===== src/rtl/ufsc_defines.vh =====
// Constants for the FIFO control shadow block of the serial port.
// Assumes a 32-bit byte address, 32-bit data and a 16-entry FIFO pair.
`ifndef UFSC_DEFINES_VH
`define UFSC_DEFINES_VH

// ****************************************************************
// Register byte addresses.
// ****************************************************************
`define UFSC_ADDR_SFE      32'h50020198
`define UFSC_ADDR_SRT      32'h5002019c
`define UFSC_ADDR_STET     32'h500201a0
`define UFSC_ADDR_FCW      32'h500201e0
`define UFSC_ADDR_CTRL     32'h500201e4
`define UFSC_ADDR_ISTAT    32'h500201e8
`define UFSC_ADDR_IMASK    32'h500201ec
`define UFSC_ADDR_LEVEL    32'h500201f0

// ****************************************************************
// Field positions of the fifo control word.
// ****************************************************************
`define UFSC_FCW_EN        0
`define UFSC_FCW_RXRST     1
`define UFSC_FCW_TXRST     2
`define UFSC_FCW_DMA       3
`define UFSC_FCW_TXT_LO    4
`define UFSC_FCW_RXT_LO    6

// Control register: bit 0 threshold mode, bit 1 DMA mode mirror.
`define UFSC_CTRL_THR      0
`define UFSC_CTRL_DMA      1

// Interrupt status bits.
`define UFSC_IRQ_RXAV      0
`define UFSC_IRQ_TXE       1
`define UFSC_IRQ_FLUSH     2
`define UFSC_IRQ_W         3

// ****************************************************************
// Reset values and FIFO geometry.
// ****************************************************************
`define UFSC_RST_FCW       8'h00
`define UFSC_RST_CTRL      2'h0
`define UFSC_RST_IRQ       3'h0
`define UFSC_CNT_W         5

// Receive trigger levels, in stored characters.
`define UFSC_RXL_0         5'h01
`define UFSC_RXL_1         5'h04
`define UFSC_RXL_2         5'h08
`define UFSC_RXL_3         5'h0e

// Transmit empty thresholds, in characters left.
`define UFSC_TXL_0         5'h00
`define UFSC_TXL_1         5'h02
`define UFSC_TXL_2         5'h04
`define UFSC_TXL_3         5'h08

`endif


===== src/rtl/ufsc_level_cmp.v =====
// Registered fill-level comparator with a two-bit level select.
// Assumes the count comes from logic on the same clock.
`timescale 1ns/1ps
`default_nettype none

module ufsc_level_cmp #(
	parameter       AT_LEAST = 1,     // 1: count >= level, 0: count <= level
	parameter [4:0] LVL0     = 5'h00, // Level for code 00.
	parameter [4:0] LVL1     = 5'h00, // Level for code 01.
	parameter [4:0] LVL2     = 5'h00, // Level for code 10.
	parameter [4:0] LVL3     = 5'h00  // Level for code 11.
) (
	input  wire       mclk,   // System clock.
	input  wire       arst_n, // Asynchronous reset, active low.
	input  wire [1:0] sel,    // Level select code.
	input  wire [4:0] count,  // Current fill count.
	output reg        hit_r   // Registered comparison result.
);

	reg  [4:0] level;
	wire       hit_nxt;

	// Decode the select code into a character count.
	always @* begin
		case (sel)
			2'h0:    level = LVL0;
			2'h1:    level = LVL1;
			2'h2:    level = LVL2;
			default: level = LVL3;
		endcase
	end

	// Direction is fixed per instance, so only one compare survives.
	assign hit_nxt = (AT_LEAST != 0) ? (count >= level) : (count <= level);

	// Register the result so downstream flags see a clean level.
	always @(posedge mclk or negedge arst_n) begin
		if (!arst_n) begin
			hit_r <= 1'b0;
		end else begin
			hit_r <= hit_nxt;
		end
	end

endmodule

`default_nettype wire


===== src/rtl/ufsc_top.v =====
// FIFO control shadow registers of a 16550-style serial port, with the
// trigger logic they steer and a small sticky interrupt block.
// Assumes FIFO counts arrive from logic on mclk and software drives a
// simple strobe register port without wait states.
//
// The address-and-strobe port was chosen for this implementation.
`timescale 1ns/1ps
`default_nettype none
`include "ufsc_defines.vh"

// Behaviour
// FIFO enable shadow reads and writes control bit 0 only.
// FIFOs are used only while the enable bit is set.
// Enable falling from one to zero resets both FIFO controllers.
// Receive trigger shadow reads and writes control bits 7:6 only.
// Received-data interrupt rises when receive fill reaches trigger.
// Receive codes mean one char, quarter, half, two short of full.
// In DMA mode one, receive trigger decides the low receive request.
// Transmit trigger shadow reads and writes control bits 5:4 only.
// In threshold mode, transmit interrupt at empty or two characters.
// Transmit codes 10 and 11 are quarter and half; shadows reset zero.
module ufsc_top (
	input  wire        mclk,          // System clock, 100 MHz.
	input  wire        arst_n,        // Asynchronous reset, active low.
	input  wire [31:0] addr,          // Register byte address.
	input  wire [31:0] wdata,         // Register write data.
	input  wire        wr,            // Write strobe, one cycle.
	input  wire        rd,            // Read strobe, one cycle.
	output reg  [31:0] rdata_r,       // Read data, cycle after rd.
	input  wire [4:0]  rx_count,      // Receive queue fill count.
	input  wire [4:0]  tx_count,      // Transmit queue fill count.
	output wire        fifo_en,       // Queues in use.
	output reg         rx_flush_r,    // Receive queue controller reset.
	output reg         tx_flush_r,    // Transmit queue controller reset.
	output reg         rx_avail_r,    // Received data available level.
	output reg         tx_holding_empty_irq_r, // Transmit holding empty.
	output reg         dma_rx_req_n_r, // Receive DMA request, active low.
	output wire        irq            // Interrupt, high while pending.
);

	// ****************************************************************
	// Register state.
	// ****************************************************************
	reg  [7:0]  fifo_control_word_r;
	reg  [7:0]  fifo_control_word_nxt;
	reg  [1:0]  ctrl_r;
	reg  [`UFSC_IRQ_W-1:0] istat_r;
	reg  [`UFSC_IRQ_W-1:0] istat_nxt;
	reg  [`UFSC_IRQ_W-1:0] imask_r;
	reg         rx_avail_d_r;
	reg         txe_d_r;
	reg  [31:0] rdata_nxt;

	wire        en_now;
	wire [1:0]  rx_level_mirror;
	wire [1:0]  tx_level_mirror;
	wire        thr_mode;
	wire        dma_mode;
	wire        rx_hit;
	wire        tx_hit;
	wire        en_fall;
	wire        rx_flush_nxt;
	wire        tx_flush_nxt;
	wire        rx_avail_nxt;
	wire        txe_nxt;
	wire        dma_req_nxt;
	wire [`UFSC_IRQ_W-1:0] ev;
	wire [`UFSC_IRQ_W-1:0] clr;

	assign en_now          = fifo_control_word_r[`UFSC_FCW_EN];
	assign rx_level_mirror = fifo_control_word_r[`UFSC_FCW_RXT_LO+1:
	                                             `UFSC_FCW_RXT_LO];
	assign tx_level_mirror = fifo_control_word_r[`UFSC_FCW_TXT_LO+1:
	                                             `UFSC_FCW_TXT_LO];
	assign thr_mode        = ctrl_r[`UFSC_CTRL_THR];
	assign dma_mode        = fifo_control_word_r[`UFSC_FCW_DMA];

	// ****************************************************************
	// Control word update from the full word and the shadows.
	// ****************************************************************

	// Each shadow write touches only its own field, so software never
	// needs a read-modify-write of the write-only control word.
	always @* begin
		fifo_control_word_nxt = fifo_control_word_r;
		// Reset request bits are self-clearing one-cycle commands.
		fifo_control_word_nxt[`UFSC_FCW_RXRST] = 1'b0;
		fifo_control_word_nxt[`UFSC_FCW_TXRST] = 1'b0;
		if (wr) begin
			case (addr)
				`UFSC_ADDR_FCW: begin
					fifo_control_word_nxt = wdata[7:0];
				end
				`UFSC_ADDR_SFE: begin
					fifo_control_word_nxt[`UFSC_FCW_EN] = wdata[0];
				end
				`UFSC_ADDR_SRT: begin
					fifo_control_word_nxt[`UFSC_FCW_RXT_LO+1:
					                      `UFSC_FCW_RXT_LO] = wdata[1:0];
				end
				`UFSC_ADDR_STET: begin
					fifo_control_word_nxt[`UFSC_FCW_TXT_LO+1:
					                      `UFSC_FCW_TXT_LO] = wdata[1:0];
				end
				`UFSC_ADDR_CTRL: begin
					fifo_control_word_nxt[`UFSC_FCW_DMA] = wdata[`UFSC_CTRL_DMA];
				end
				default: begin
					fifo_control_word_nxt = fifo_control_word_nxt;
				end
			endcase
		end
	end

	// Shadows and control word share one flop set, so all views agree.
	always @(posedge mclk or negedge arst_n) begin
		if (!arst_n) begin
			fifo_control_word_r <= `UFSC_RST_FCW;
		end else begin
			fifo_control_word_r <= fifo_control_word_nxt;
		end
	end

	// Threshold mode lives in the control register; DMA mode mirrors
	// control word bit 3, which reads and logic use; ctrl_r bit 1 keeps an unused copy.
	always @(posedge mclk or negedge arst_n) begin
		if (!arst_n) begin
			ctrl_r <= `UFSC_RST_CTRL;
		end else if (wr && (addr == `UFSC_ADDR_CTRL)) begin
			ctrl_r <= wdata[1:0];
		end
	end

	// ****************************************************************
	// Queue controller resets.
	// ****************************************************************

	// Disabling the queues after use flushes both controllers; an explicit
	// reset bit written through the full control word flushes only its own.
	assign en_fall      = en_now && !fifo_control_word_nxt[`UFSC_FCW_EN];
	assign rx_flush_nxt = en_fall ||
	                      fifo_control_word_nxt[`UFSC_FCW_RXRST];
	assign tx_flush_nxt = en_fall ||
	                      fifo_control_word_nxt[`UFSC_FCW_TXRST];

	// Flushes are registered one-cycle pulses for the queue logic.
	always @(posedge mclk or negedge arst_n) begin
		if (!arst_n) begin
			rx_flush_r <= 1'b0;
			tx_flush_r <= 1'b0;
		end else begin
			rx_flush_r <= rx_flush_nxt;
			tx_flush_r <= tx_flush_nxt;
		end
	end

	assign fifo_en = en_now;

	// ****************************************************************
	// Trigger comparators.
	// ****************************************************************

	// Receive trigger: reached when the fill is at least the level.
	ufsc_level_cmp #(
		.AT_LEAST (1),
		.LVL0     (`UFSC_RXL_0),
		.LVL1     (`UFSC_RXL_1),
		.LVL2     (`UFSC_RXL_2),
		.LVL3     (`UFSC_RXL_3)
	) u_rx_cmp (
		.mclk   (mclk),
		.arst_n (arst_n),
		.sel    (rx_level_mirror),
		.count  (rx_count),
		.hit_r  (rx_hit)
	);

	// Transmit threshold: reached when no more than the level remains.
	ufsc_level_cmp #(
		.AT_LEAST (0),
		.LVL0     (`UFSC_TXL_0),
		.LVL1     (`UFSC_TXL_1),
		.LVL2     (`UFSC_TXL_2),
		.LVL3     (`UFSC_TXL_3)
	) u_tx_cmp (
		.mclk   (mclk),
		.arst_n (arst_n),
		.sel    (tx_level_mirror),
		.count  (tx_count),
		.hit_r  (tx_hit)
	);

	// ****************************************************************
	// Data available, holding empty and DMA request.
	// ****************************************************************

	// Without queues a single held character is enough, so the trigger
	// only applies while queues are enabled.
	assign rx_avail_nxt = en_now ? rx_hit : (rx_count != 5'h00);

	// Threshold mode is honoured only with queues on; otherwise the
	// plain empty condition drives the holding-empty flag.
	assign txe_nxt = (thr_mode && en_now) ? tx_hit
	                                      : (tx_count == 5'h00);

	// With queues on, mode one waits for the trigger; mode zero or queues off asks per character.
	assign dma_req_nxt = (dma_mode && en_now) ? rx_hit
	                                          : (rx_count != 5'h00);

	// All three outputs are registered to keep them glitch free.
	always @(posedge mclk or negedge arst_n) begin
		if (!arst_n) begin
			rx_avail_r             <= 1'b0;
			tx_holding_empty_irq_r <= 1'b0;
			dma_rx_req_n_r         <= 1'b1;
		end else begin
			rx_avail_r             <= rx_avail_nxt;
			tx_holding_empty_irq_r <= txe_nxt;
			dma_rx_req_n_r         <= !dma_req_nxt;
		end
	end

	// ****************************************************************
	// Sticky interrupt status.
	// ****************************************************************

	// Edge history so each rise of a level counts as one event.
	always @(posedge mclk or negedge arst_n) begin
		if (!arst_n) begin
			rx_avail_d_r <= 1'b0;
			txe_d_r      <= 1'b0;
		end else begin
			rx_avail_d_r <= rx_avail_r;
			txe_d_r      <= tx_holding_empty_irq_r;
		end
	end

	assign ev[`UFSC_IRQ_RXAV]  = rx_avail_r && !rx_avail_d_r;
	assign ev[`UFSC_IRQ_TXE]   = tx_holding_empty_irq_r && !txe_d_r;
	assign ev[`UFSC_IRQ_FLUSH] = rx_flush_r || tx_flush_r;
	assign clr = (wr && (addr == `UFSC_ADDR_ISTAT)) ?
	             wdata[`UFSC_IRQ_W-1:0] : {`UFSC_IRQ_W{1'b0}};

	// A new event wins over a write-one-to-clear in the same cycle.
	always @* begin
		istat_nxt = (istat_r & ~clr) | ev;
	end

	always @(posedge mclk or negedge arst_n) begin
		if (!arst_n) begin
			istat_r <= `UFSC_RST_IRQ;
			imask_r <= `UFSC_RST_IRQ;
		end else begin
			istat_r <= istat_nxt;
			if (wr && (addr == `UFSC_ADDR_IMASK)) begin
				imask_r <= wdata[`UFSC_IRQ_W-1:0];
			end
		end
	end

	assign irq = |(istat_r & imask_r);

	// ****************************************************************
	// Read path.
	// ****************************************************************

	// The full control word is write-only and reads as zero, as do
	// unmapped addresses; upper shadow bits are always zero.
	always @* begin
		rdata_nxt = 32'h00000000;
		case (addr)
			`UFSC_ADDR_SFE:   rdata_nxt[0]   = en_now;
			`UFSC_ADDR_SRT:   rdata_nxt[1:0] = rx_level_mirror;
			`UFSC_ADDR_STET:  rdata_nxt[1:0] = tx_level_mirror;
			`UFSC_ADDR_CTRL: begin
				rdata_nxt[`UFSC_CTRL_THR] = thr_mode;
				rdata_nxt[`UFSC_CTRL_DMA] = dma_mode;
			end
			`UFSC_ADDR_ISTAT: rdata_nxt[`UFSC_IRQ_W-1:0] = istat_r;
			`UFSC_ADDR_IMASK: rdata_nxt[`UFSC_IRQ_W-1:0] = imask_r;
			`UFSC_ADDR_LEVEL: begin
				rdata_nxt[4:0]   = rx_count;
				rdata_nxt[12:8]  = tx_count;
				rdata_nxt[16]    = rx_avail_r;
				rdata_nxt[17]    = tx_holding_empty_irq_r;
			end
			default:          rdata_nxt = 32'h00000000;
		endcase
	end

	// Data stand only in the cycle after the read strobe.
	always @(posedge mclk or negedge arst_n) begin
		if (!arst_n) begin
			rdata_r <= 32'h00000000;
		end else if (rd) begin
			rdata_r <= rdata_nxt;
		end else begin
			rdata_r <= 32'h00000000;
		end
	end

endmodule

`default_nettype wire


===== config.mk =====
export PLATFORM = sky130hd
export DESIGN_NAME = ufsc_top
export DESIGN_NICKNAME = d
export VERILOG_FILES = /design/src/rtl/ufsc_level_cmp.v /design/src/rtl/ufsc_top.v
export VERILOG_INCLUDE_DIRS = /design/src /design/src/rtl
export SDC_FILE = /design/constraint.sdc
export NUM_CORES = 1
export LEC_CHECK = 0
export BUFFER_PORTS_ARGS = -buffer_cell sky130_fd_sc_hd__buf_2
export CAP_MARGIN = 20
export CORE_MARGIN = 2
export CORE_UTILIZATION = 45
export CTS_CLUSTER_DIAMETER = 120
export CTS_CLUSTER_SIZE = 14
export DETAILED_ROUTE_END_ITERATION = 6
export GPL_ROUTABILITY_DRIVEN = 0
export PLACE_DENSITY = 0.88
export RECOVER_POWER = 25
export SLEW_MARGIN = 20
export SYNTH_ARGS = -nofsm -noshare
export SYNTH_HDL_FRONTEND = slang
export SYNTH_HIERARCHICAL = 1
export SYNTH_SLANG_ARGS = --single-unit

===== constraint.sdc =====
create_clock -name mclk -period 1.89 [get_ports mclk]
set_input_delay 0.189 -clock mclk [delete_from_list [all_inputs] [get_ports mclk]]
set_output_delay 0.189 -clock mclk [all_outputs]
set_load 0.05 [all_outputs]

==> flow_summary.toml, run 1 <==
[detailed_routing]
wirelength_um = 4970
viasPerCell = 5.21
firstDrtPassIters = 4
drt_iter0_drc = 148
vias = 1903
route.detailed.drc = 0
wl_per_cell_um = 13.6
antenna_left = 0

[clock_tree]
cts_tree = "built"
htree_levels = 2
clock-sinks = 34
postCtsSetupBuffers = 0
cts.path.max_buffers = 2
clk-insertion-delay-late_ns = 0.29
path_clk_slew_ns = 0.07
root_buffer = "clkbuf_8"
ctsResizeCount = 0
ctsHoldBuffers = 1
cts_buffers = 5

[floorplan]
io_pins = 117
start_util = 0.467
core_um2 = 4750
row_count = 25
die_x_um = 74.3
die_y_um = 74.3
dieArea_um2 = 5520

[placed_design]
place_area_um2 = 2590
pre_cts_slack_ns = 0.123
port_buffers = 72
place.detailed.hpwl_um = 3960

[synthesis]
synth-main-ff-cell = "dfrtp_1"
ys_top_cells_by_count = "33 x dfrtp_1, 23 x buf_4, 14 x inv_1, 11 x and2_1, 9 x nand3b_1"
syn_area_um2 = 2220
yosysWarnings = 6
yosysUniqueCellTypes = 57
syn_area_per_cell_um2 = 10.2
synth_seq_area_share = 0.383
synth_top_area_cell = "dfrtp_1"
synth.most_common_cell = "dfrtp_1"
synth.top_cell.area_share = 0.372
synth_cells = 218
async_flop_share = 1.00
synth_seq_cells = 34
synth_edf_count = 0
synthTopCellsByArea = "dfrtp_1 37%, buf_4 7.8%, ha_1 3.9%, and2_1 3.1%, nand3b_1 3.0%"

[critical_path]
start_kind = "flip-flop"
r2r-end = "u_rx_cmp/hit_r$_DFF_PN0_"
reg2reg_depth = 5
path_max_fanout = 5
r2r_slack_ns = 0.35
arrival_ns = 1.70
reg2reg_from = "fifo_control_word_r[7]$_DFFE_PN0P_"
crit_required_ns = 2.05
cp-end-kind = "flip-flop"
crit_type = "reg -> reg"

[status]
status = "complete, no violations"

[cells_and_area]
area_growth_pct = 20.8
diodes = 0
drive_gt1_frac = 0.322
nNetsFinal = 382
utilization = 0.564
final_area_um2 = 2680

[grt]
overflow = 0
antenna_found_initial = 0
grt_usage = 0.187
grt_pass1_vias = 1733
grt_max_degree = 35
grt_pass1_wl_um = 7900

[min_path]
hp-class = "in -> reg"
worstHoldStart = "tx_count[4]"
min_path_cells = 2
whs_endpoint = "u_tx_cmp/hit_r$_DFF_PN0_"

[sta]
clock_skew_ns = 0.00155
hold_slack_ns = 0.0798
rsz0062_at_grt = "false"
fmax_mhz = 650
period_share = 0.814
fin_crit_ns = 1.54
maxSlewViolCount = 0
finalWorstSetupSlack_ns = 0.352
worst_slew_pin_slew_ns = 0.794
fin_tns_setup_ns = 0
final-setup-viol-count = 0
hold_viol = 0
slew_headroom = 0.471

[flow_run]
max_cap_violations = 0

[pwr]
vdd_drop_max_mv = 0.283
p_leak_nw = 1.31
p_per_area_nw_per_um2 = 569
==> critical path, cell delays in order, from the launching register on <==
cell and delay, ns:
dfrtp_1 0.43, nor2_1 0.12, ha_1 0.23, nand2b_4 0.14
a2111oi_2 0.39, nor3_1 0.11
==> per-layer routing <==
layer | vias up | share of wire | global-route usage
met5 | - | 0 | 0
met4 | 0 | 0.022 | 0.0893
met3 | 11 | 0.075 | 0.0393
met2 | 88 | 0.46 | 0.292
met1 | 882 | 0.44 | 0.249
li1 | 922 | - | -
==> worst max-delay path by stage <==
stage,start,end,slack [ns],depth (start not counted)
2_1_floorplan,addr[20],fifo_control_word_r[0]$_DFF_PN0_,0.40,4
3_3_place_gp,addr[27],rdata_r[10]$_DFF_PN0_,0.15,5
3_5_place_dp,addr[27],rdata_r[9]$_DFF_PN0_,0.12,5
4_1_cts,fifo_control_word_r[7]$_DFFE_PN0P_,u_rx_cmp/hit_r$_DFF_PN0_,0.37,5
5_1_grt,fifo_control_word_r[7]$_DFFE_PN0P_,u_rx_cmp/hit_r$_DFF_PN0_,0.26,5
6_report,fifo_control_word_r[7]$_DFFE_PN0P_,u_rx_cmp/hit_r$_DFF_PN0_,0.35,5
==> final cells by class <==
| type | count | area (µm²) |
|---|---|---|
| clock buffers | 6 | 82.6 |
| clock inverters | 2 | 12.5 |
| fillers | 437 | 2070 |
| inverters | 14 | 52.6 |
| multi-input cells | 161 | 1180 |
| flip-flops and latches | 34 | 852 |
| well taps | 67 | 83.8 |
| repair buffers | 81 | 415 |
==> state kept, by name, indices dropped and copies added (netlist names) <==
| register | flops |
|---|---|
| fifo_control_word_r | 6 |
| dma_rx_req_n_r | 1 |
| ctrl_r | 1 |
| istat_r | 3 |
| tx_holding_empty_irq_r | 1 |
| tx_flush_r | 1 |
| u_rx_cmp/hit_r | 1 |
| rx_avail_r | 1 |
| txe_d_r | 1 |
| rdata_r | 12 |
| rx_flush_r | 1 |
| rx_avail_d_r | 1 |
| imask_r | 3 |
| u_tx_cmp/hit_r | 1 |
==> logic make-up (layout without fill, tap and decap cells) <==
logic type	after synthesis	after routing	synth area share
flops	34	34	0.383
compound gates	39	39	0.141
simple gates	88	88	0.279
other cells	1	20	0.00169
mux	7	7	0.0400
buf+inv	42	103	0.115
fa+ha+maj	7	7	0.0394
==> cell usage in the layout (no fill, tap or decap), drive strengths merged, types with 3 or more instances in the layout <==
cell type   n
buf        67
dfrtp      33
conb       20
clkbuf     19
inv        14
and2       13
nand3b      9
nand2       8
a211oi      8
nor2        7
nor3        7
a21oi       7
ha          7
nand3       6
a22oi       6
mux2        6
a22o        5
nor2b       5
nor4        5
and3        4
nand4       4
nand2b      4
nor4b       3
==> power breakdown <==
part	leakage [nW]	internal [W]	switching [W]
Combinational	0.842	0.0000742	0.000172
Clock	0.0472	0.000292	0.000254
Sequential	0.421	0.000733	0.00000204
==> through the flow <==
stage / instances / power [W]
floorplan: 237 / 0.000924
global placement: 356 / 0.000988
detailed placement: 356 / 0.000992
CTS: 365 / 0.00154
global route: 365 / 0.00160
finish: 365 / 0.00153
Note: power is estimated with default switching activity, not from simulation.
==> inputs of run 2 (changes only) <==
- ABC_AREA: default -> 1
- CORE_UTILIZATION: 45 -> 41
- PLACE_DENSITY: 0.88 -> 0.85
- clock period: 1.89 -> 1.3 ns (I/O delays scaled with it)
==> run 2 against run 1 <==
Final cell count rose by 34%. Register-to-register slack got worse by 0.24 ns. Combinational power rose by 51%. Sequential power rose by 46%. Global-route usage fell by 0.61 points. Worst hold slack got worse by 0.020 ns. Total power rose by 48%. Count of clock-buffer cells in the layout did not move. Via count rose by 17%. Clock power rose by 49%. Non-clock buffer count rose by 9. Highest routed layer unchanged.
==> flow_summary.toml, run 2 <==
[critical_path]
cpMaxStageDelayCell = "dfrtp_1"
path_max_fanout = 9
path_buf_inv = 1
reg2reg_depth = 6
r2r_slack_ns = 0.11
crit_chain = "buf_2"
slowest_delay_ns = 0.50
crit_type = "reg -> out"
r2r-end = "u_tx_cmp/hit_r$_DFF_PN0_"
cp-end-kind = "primary output"
crit_required_ns = 1.17
reg2reg_from = "fifo_control_word_r[4]$_DFFE_PN0P_"
cp_top_family = "flip-flops"
arrival_ns = 1.11
start_kind = "flip-flop"

[cells_and_area]
largest_reg_flops = 12
area_growth_pct = 27.7
final_common_cell = "nand2_1"
regMostFlops = "rdata_r"
layout_common_cells = "74 x nand2_1, 72 x buf_2, 59 x inv_1, 48 x nor2_1, 33 x dfrtp_1"
nNetsFinal = 503
utilization = 0.548
fill_cells = 488
drive_gt1_frac = 0.282
final_area_um2 = 2830
top_regs = "rdata_r (12), fifo_control_word_r (6)"
diodes = 0

[floorplan]
die_x_um = 77.6
core_um2 = 5170
io_pins = 117
dieArea_um2 = 6010
start_util = 0.429
die_y_um = 77.6
row_count = 26

[sta]
hold_viol = 0
fmax_mhz = 808
slew_headroom = 0.449
rsz0062_at_grt = "true"
worst_slew_pin_slew_ns = 0.827
fin_tns_setup_ns = 0
fin_crit_ns = 1.24
maxSlewViolCount = 0
period_share = 0.952
final-setup-viol-count = 0
clock_skew_ns = 0.0110

[synthesis]
syn_area_per_cell_um2 = 6.85
yosysWarnings = 6
synth_top_area_cell = "dfrtp_1"
ys_top_cells_by_count = "77 x nand2_1, 59 x inv_1, 54 x nor2_1, 33 x dfrtp_1, 24 x nand3_1"
synth.top_cell.area_share = 0.372
synth.most_common_cell = "nand2_1"
synth_cells = 324
synth_seq_area_share = 0.384
async_flop_share = 1.00
synth_seq_cells = 34
synth-main-ff-cell = "dfrtp_1"
synthTopCellsByArea = "dfrtp_1 37%, nand2_1 13%, inv_1 10%, nor2_1 9.1%, buf_4 6.8%"
yosysUniqueCellTypes = 25
syn_area_um2 = 2220
synth_edf_count = 0

[clock_tree]
cts.path.max_buffers = 2
cts_tree = "built"
clock-sinks = 34
htree_levels = 2
path_clk_slew_ns = 0.08
root_buffer = "clkbuf_8"
clk-insertion-delay-late_ns = 0.29
cts_buffers = 5

[detailed_routing]
wirelength_um = 5190
firstDrtPassIters = 4
viasPerCell = 4.55
route.detailed.drc = 0
drt_iter0_drc = 165
antenna_left = 0
vias = 2224
wl_per_cell_um = 10.6

[placed_design]
port_buffers = 72
place_area_um2 = 2690
place.detailed.hpwl_um = 4210

[pwr]
p_per_area_nw_per_um2 = 795
vdd_drop_max_mv = 0.653
p_leak_nw = 1.60

[grt]
grt_util_met3 = 0.0384
antenna_found_initial = 0
grt_use_met1 = 0.222
use_met2 = 0.317
top_usage_layer = "met2"
grt_pass1_wl_um = 8790
grt_max_degree = 35
grt_pass1_vias = 2113
overflow = 0
grt_usage = 0.181

[min_path]
worstHoldStart = "rx_count[3]"
whs_endpoint = "rdata_r[3]$_DFF_PN0_"
hp-class = "in -> reg"
min_path_cells = 3

[flow_run]
max_cap_violations = 0

[status]
status = "complete, no violations"
[run 2: cell count changes in the layout (fill, tap and decap cells not counted), sizes merged, moves of 13 or more]
| cell | delta |
|---|---|
| buf | +21 |
| inv | +45 |
| nor2 | +52 |
| and2 | -13 |
| nand3 | +19 |
| nand2 | +72 |
| o21ai | +23 |
[run 2: what timing repair did]
| item | in CTS | in global routing |
|---|---|---|
| buffers inserted | 0 | 2 |
| endpoints found under the hold margin | 33 | 0 |
| endpoints found under the setup margin | 0 | 14 |
| hold buffers | 1 | 0 |
| resized for setup | 0 | 11 |
[run 2: metrics by stage]
| step | power, W | hold slack (ns) | std cells | worst slack, ns |
|---|---|---|---|---|
| floorplan | 0.00135 | -0.166 | 343 | 0.0620 |
| global placement | 0.00144 | 0.172 | 478 | -0.158 |
| detailed placement | 0.00145 | 0.174 | 478 | -0.198 |
| CTS | 0.00226 | 0.0597 | 487 | 0.0693 |
| global route | 0.00235 | 0.0723 | 489 | -0.0170 |
| finish | 0.00225 | 0.0595 | 489 | 0.0624 |
[run 2: worst max-delay path by stage]
| stage | start | end | cells after the start |
|---|---|---|---|
| 6_report | fifo_control_word_r[0]$_DFF_PN0_ | fifo_en | 1 |
| 5_1_grt | addr[30] | rdata_r[0]$_DFF_PN0_ | 14 |
| 4_1_cts | fifo_control_word_r[0]$_DFF_PN0_ | fifo_en | 1 |
| 3_5_place_dp | addr[23] | imask_r[2]$_DFFE_PN0P_ | 10 |
| 3_3_place_gp | addr[15] | fifo_control_word_r[5]$_DFFE_PN0P_ | 11 |
| 2_1_floorplan | addr[1] | fifo_control_word_r[7]$_DFFE_PN0P_ | 10 |
[run 2: power breakdown]
| group | switching, W | total (W) | leakage, nW | internal, W |
|---|---|---|---|---|
| Clock | 0.000391 | 0.000816 | 0.0472 | 0.000425 |
| Sequential | 0.00000223 | 0.00107 | 0.441 | 0.00106 |
| Combinational | 0.000266 | 0.000371 | 1.11 | 0.000104 |
[run 2: final cells by class]
class / count / area (µm²) / area share
Clock inverter: 2 / 12.5 / 0.00442
Tap cell: 70 / 87.6 / 0.0309
Clock buffer: 6 / 82.6 / 0.0291
Sequential cell: 34 / 852 / 0.301
Timing Repair Buffer: 90 / 499 / 0.176
Inverter: 59 / 221 / 0.0781
Multi-Input combinational cell: 228 / 1080 / 0.381
[run 2: logic make-up after synthesis]
kind of cell / share of synthesized area
compound gates: 0.0722
fa+ha+maj: 0.0395
buf+inv: 0.174
flops: 0.384
other cells: 0.00169
simple gates: 0.328
[run 2: worst register-to-register path, stage by stage (launching register included)]
cell and delay (ns):
dfrtp_1 0.41, inv_1 0.09, nand2_1 0.05, ha_1 0.29
nand2_1 0.05, nand3b_1 0.16, nand2_1 0.08
[run 2: routing by layer]
layer	part of all wire	wire length [µm]
met3	0.067	346
met1	0.42	2200
met4	0.0085	44
met2	0.50	2600
met5	0	0
==> inputs of run 3 (changes only) <==
--- a/config.mk
+++ b/config.mk
@@ -17,2 +17,4 @@
 export GPL_ROUTABILITY_DRIVEN = 0
+export GPL_TIMING_DRIVEN = 0
+export MAX_ROUTING_LAYER = met4
 export PLACE_DENSITY = 0.85
==> constraint.sdc (replaced) <==
create_clock -name mclk -period 1.3 [get_ports mclk]
set_input_delay 0.26 -clock mclk [delete_from_list [all_inputs] [get_ports mclk]]
set_output_delay 0.26 -clock mclk [all_outputs]
set_load 0.05 [all_outputs]
==> run 3 against run 2 <==
The run now ends with negative setup slack left. Sequential share of layout area down 5.1 points. Setup slack worse by 0.23 ns. Wire length grew 45%. Critical endpoint is now rdata_r[1]$_DFF_PN0_. Largest cell class unchanged. Utilization up 11 points. Register-to-register slack got worse by 0.09 ns.
==> flow_summary.toml, run 3 (synthesis results as in run 2) <==
[floorplan]
die_y_um = 77.6
dieArea_um2 = 6010
io_pins = 117
core_um2 = 5170
start_util = 0.429
die_x_um = 77.6
row_count = 26

[sta]
maxSlewViolCount = 0
fin_crit_ns = 1.47
slew_headroom = 0.464
rsz0062_at_grt = "true"
finalWorstSetupSlack_ns = -0.169
clock_skew_ns = 0.00692
final-setup-viol-count = 27
fmax_mhz = 681
hold_viol = 0
worst_slew_pin_slew_ns = 0.804
period_share = 1.13

[clock_tree]
htree_levels = 2
path_clk_slew_ns = 0.07
clock-sinks = 34
cts_buffers = 5
root_buffer = "clkbuf_8"
cts.path.max_buffers = 2
cts_tree = "built"
clk-insertion-delay-late_ns = 0.28

[status]
status = "finished, violations left"
violations = "negative setup slack"

[placed_design]
pre_cts_slack_ns = -0.358
place.detailed.hpwl_um = 4300
place_area_um2 = 2760
port_buffers = 72

[cells_and_area]
drive_gt1_frac = 0.418
nNetsFinal = 527
largest_reg_flops = 12
diodes = 0
final_area_um2 = 3410
regMostFlops = "rdata_r"
final_common_cell = "nand2_1"
area_growth_pct = 53.9
layout_common_cells = "64 x nand2_1, 58 x buf_2, 54 x inv_1, 35 x buf_4, 32 x dfrtp_1"
top_regs = "rdata_r (12), fifo_control_word_r (6)"

[critical_path]
path_max_fanout = 5
crit_type = "in -> reg"
cp-end-kind = "flip-flop"
crit_chain = "buf_2 > inv_1 > nor2_1 > nand2_1 > nor2_4 > nand2_4 > nor2_4 > buf_8 > nand2_4 > o21ai_1 > inv_1 > a21boi_2"
start_kind = "primary input"
arrival_ns = 1.68
crit_required_ns = 1.51
cpMaxStageDelayCell = "nor2_4"
slowest_delay_ns = 0.17

[grt]
grt_usage = 0.192
grt_pass1_wl_um = 9030
antenna_found_initial = 0
grt_max_degree = 35
overflow = 0
grt_pass1_vias = 2135

[detailed_routing]
route.detailed.drc = 0
drt_iter0_drc = 309
wirelength_um = 7510
viasPerCell = 5.03
firstDrtPassIters = 6
vias = 2578
antenna_left = 0
wl_per_cell_um = 14.6

[min_path]
hp-class = "in -> async"

[pwr]
p_per_area_nw_per_um2 = 727
vdd_drop_max_mv = 0.492
p_leak_nw = 1.83

[flow_run]
max_cap_violations = 0
[run 3: worst max-delay path: cells and delay by family]
| family | cells | cell delay, ns |
|---|---|---|
| simple gates | 6 | 0.70 |
| compound gates | 2 | 0.29 |
| buf+inv | 4 | 0.41 |
[run 3: path summary, 6_finish.rpt]
kind,start,to,slack (ns),depth (start not counted)
worst min register to register,rx_avail_r$_DFF_PN0_,rx_avail_d_r$_DFF_PN0_,0.41,0
worst max-delay path,addr[17],rdata_r[1]$_DFF_PN0_,-0.17,12
worst max register to register,fifo_control_word_r[0]$_DFF_PN0_,tx_holding_empty_irq_r$_DFF_PN0_,0.02,4
max in group asynchronous,arst_n,fifo_control_word_r[7]$_DFFE_PN0P_,0.68,1
min in group mclk,tx_count[0],tx_holding_empty_irq_r$_DFF_PN0_,0.21,2
worst min-delay path,arst_n,rdata_r[0]$_DFF_PN0_,0.06,1
[run 3: metrics by stage]
| stage | util | hold WS [ns] | TNS (ns) | instances | total power, W |
|---|---|---|---|---|---|
| floorplan | - | -0.0356 | -0.112 | 343 | 0.00135 |
| global placement | 0.533 | 0.345 | -6.00 | 485 | 0.00148 |
| detailed placement | 0.533 | 0.361 | -6.83 | 485 | 0.00149 |
| CTS | 0.562 | 0.0639 | -0.0686 | 496 | 0.00241 |
| global route | 0.660 | 0.138 | -4.20 | 513 | 0.00257 |
| finish | 0.660 | 0.0560 | -2.29 | 513 | 0.00248 |
[run 3: area by class of cell]
class | instances | area [µm²]
inverters | 59 | 221
plain buffers | 22 | 169
clock inverters | 1 | 30.0
flip-flops and latches | 34 | 853
repair buffers | 91 | 599
multi-input cells | 229 | 1380
well taps | 70 | 87.6
clock buffers | 7 | 76.3
fillers | 401 | 1760
[run 3: metal layers]
| layer | vias to the layer above | track usage | wire [µm] |
|---|---|---|---|
| met5 | - | - | 0 |
| met3 | 39 | 0.0384 | 635 |
| met1 | 1173 | 0.226 | 2740 |
| met2 | 176 | 0.333 | 3820 |
| li1 | 1190 | - | - |
| met4 | 0 | 0.0554 | 314 |
[run 3: where the power goes]
group,total (W),leakage (nW),internal [W],switching (W)
clock network,0.000924,0.0524,0.000573,0.000351
registers,0.00107,0.439,0.00106,0.00000229
logic,0.000491,1.34,0.000170,0.000320
total,0.00248,1.83,0.00181,0.000673
[run 3: repair_timing]
action / CTS / global route
gates cloned: 1 / 1
endpoints found under the setup margin: 11 / 28
gates resized for setup: 8 / 99
hold buffers: 0 / 0
pin swaps: 5 / 38
setup buffers: 2 / 16
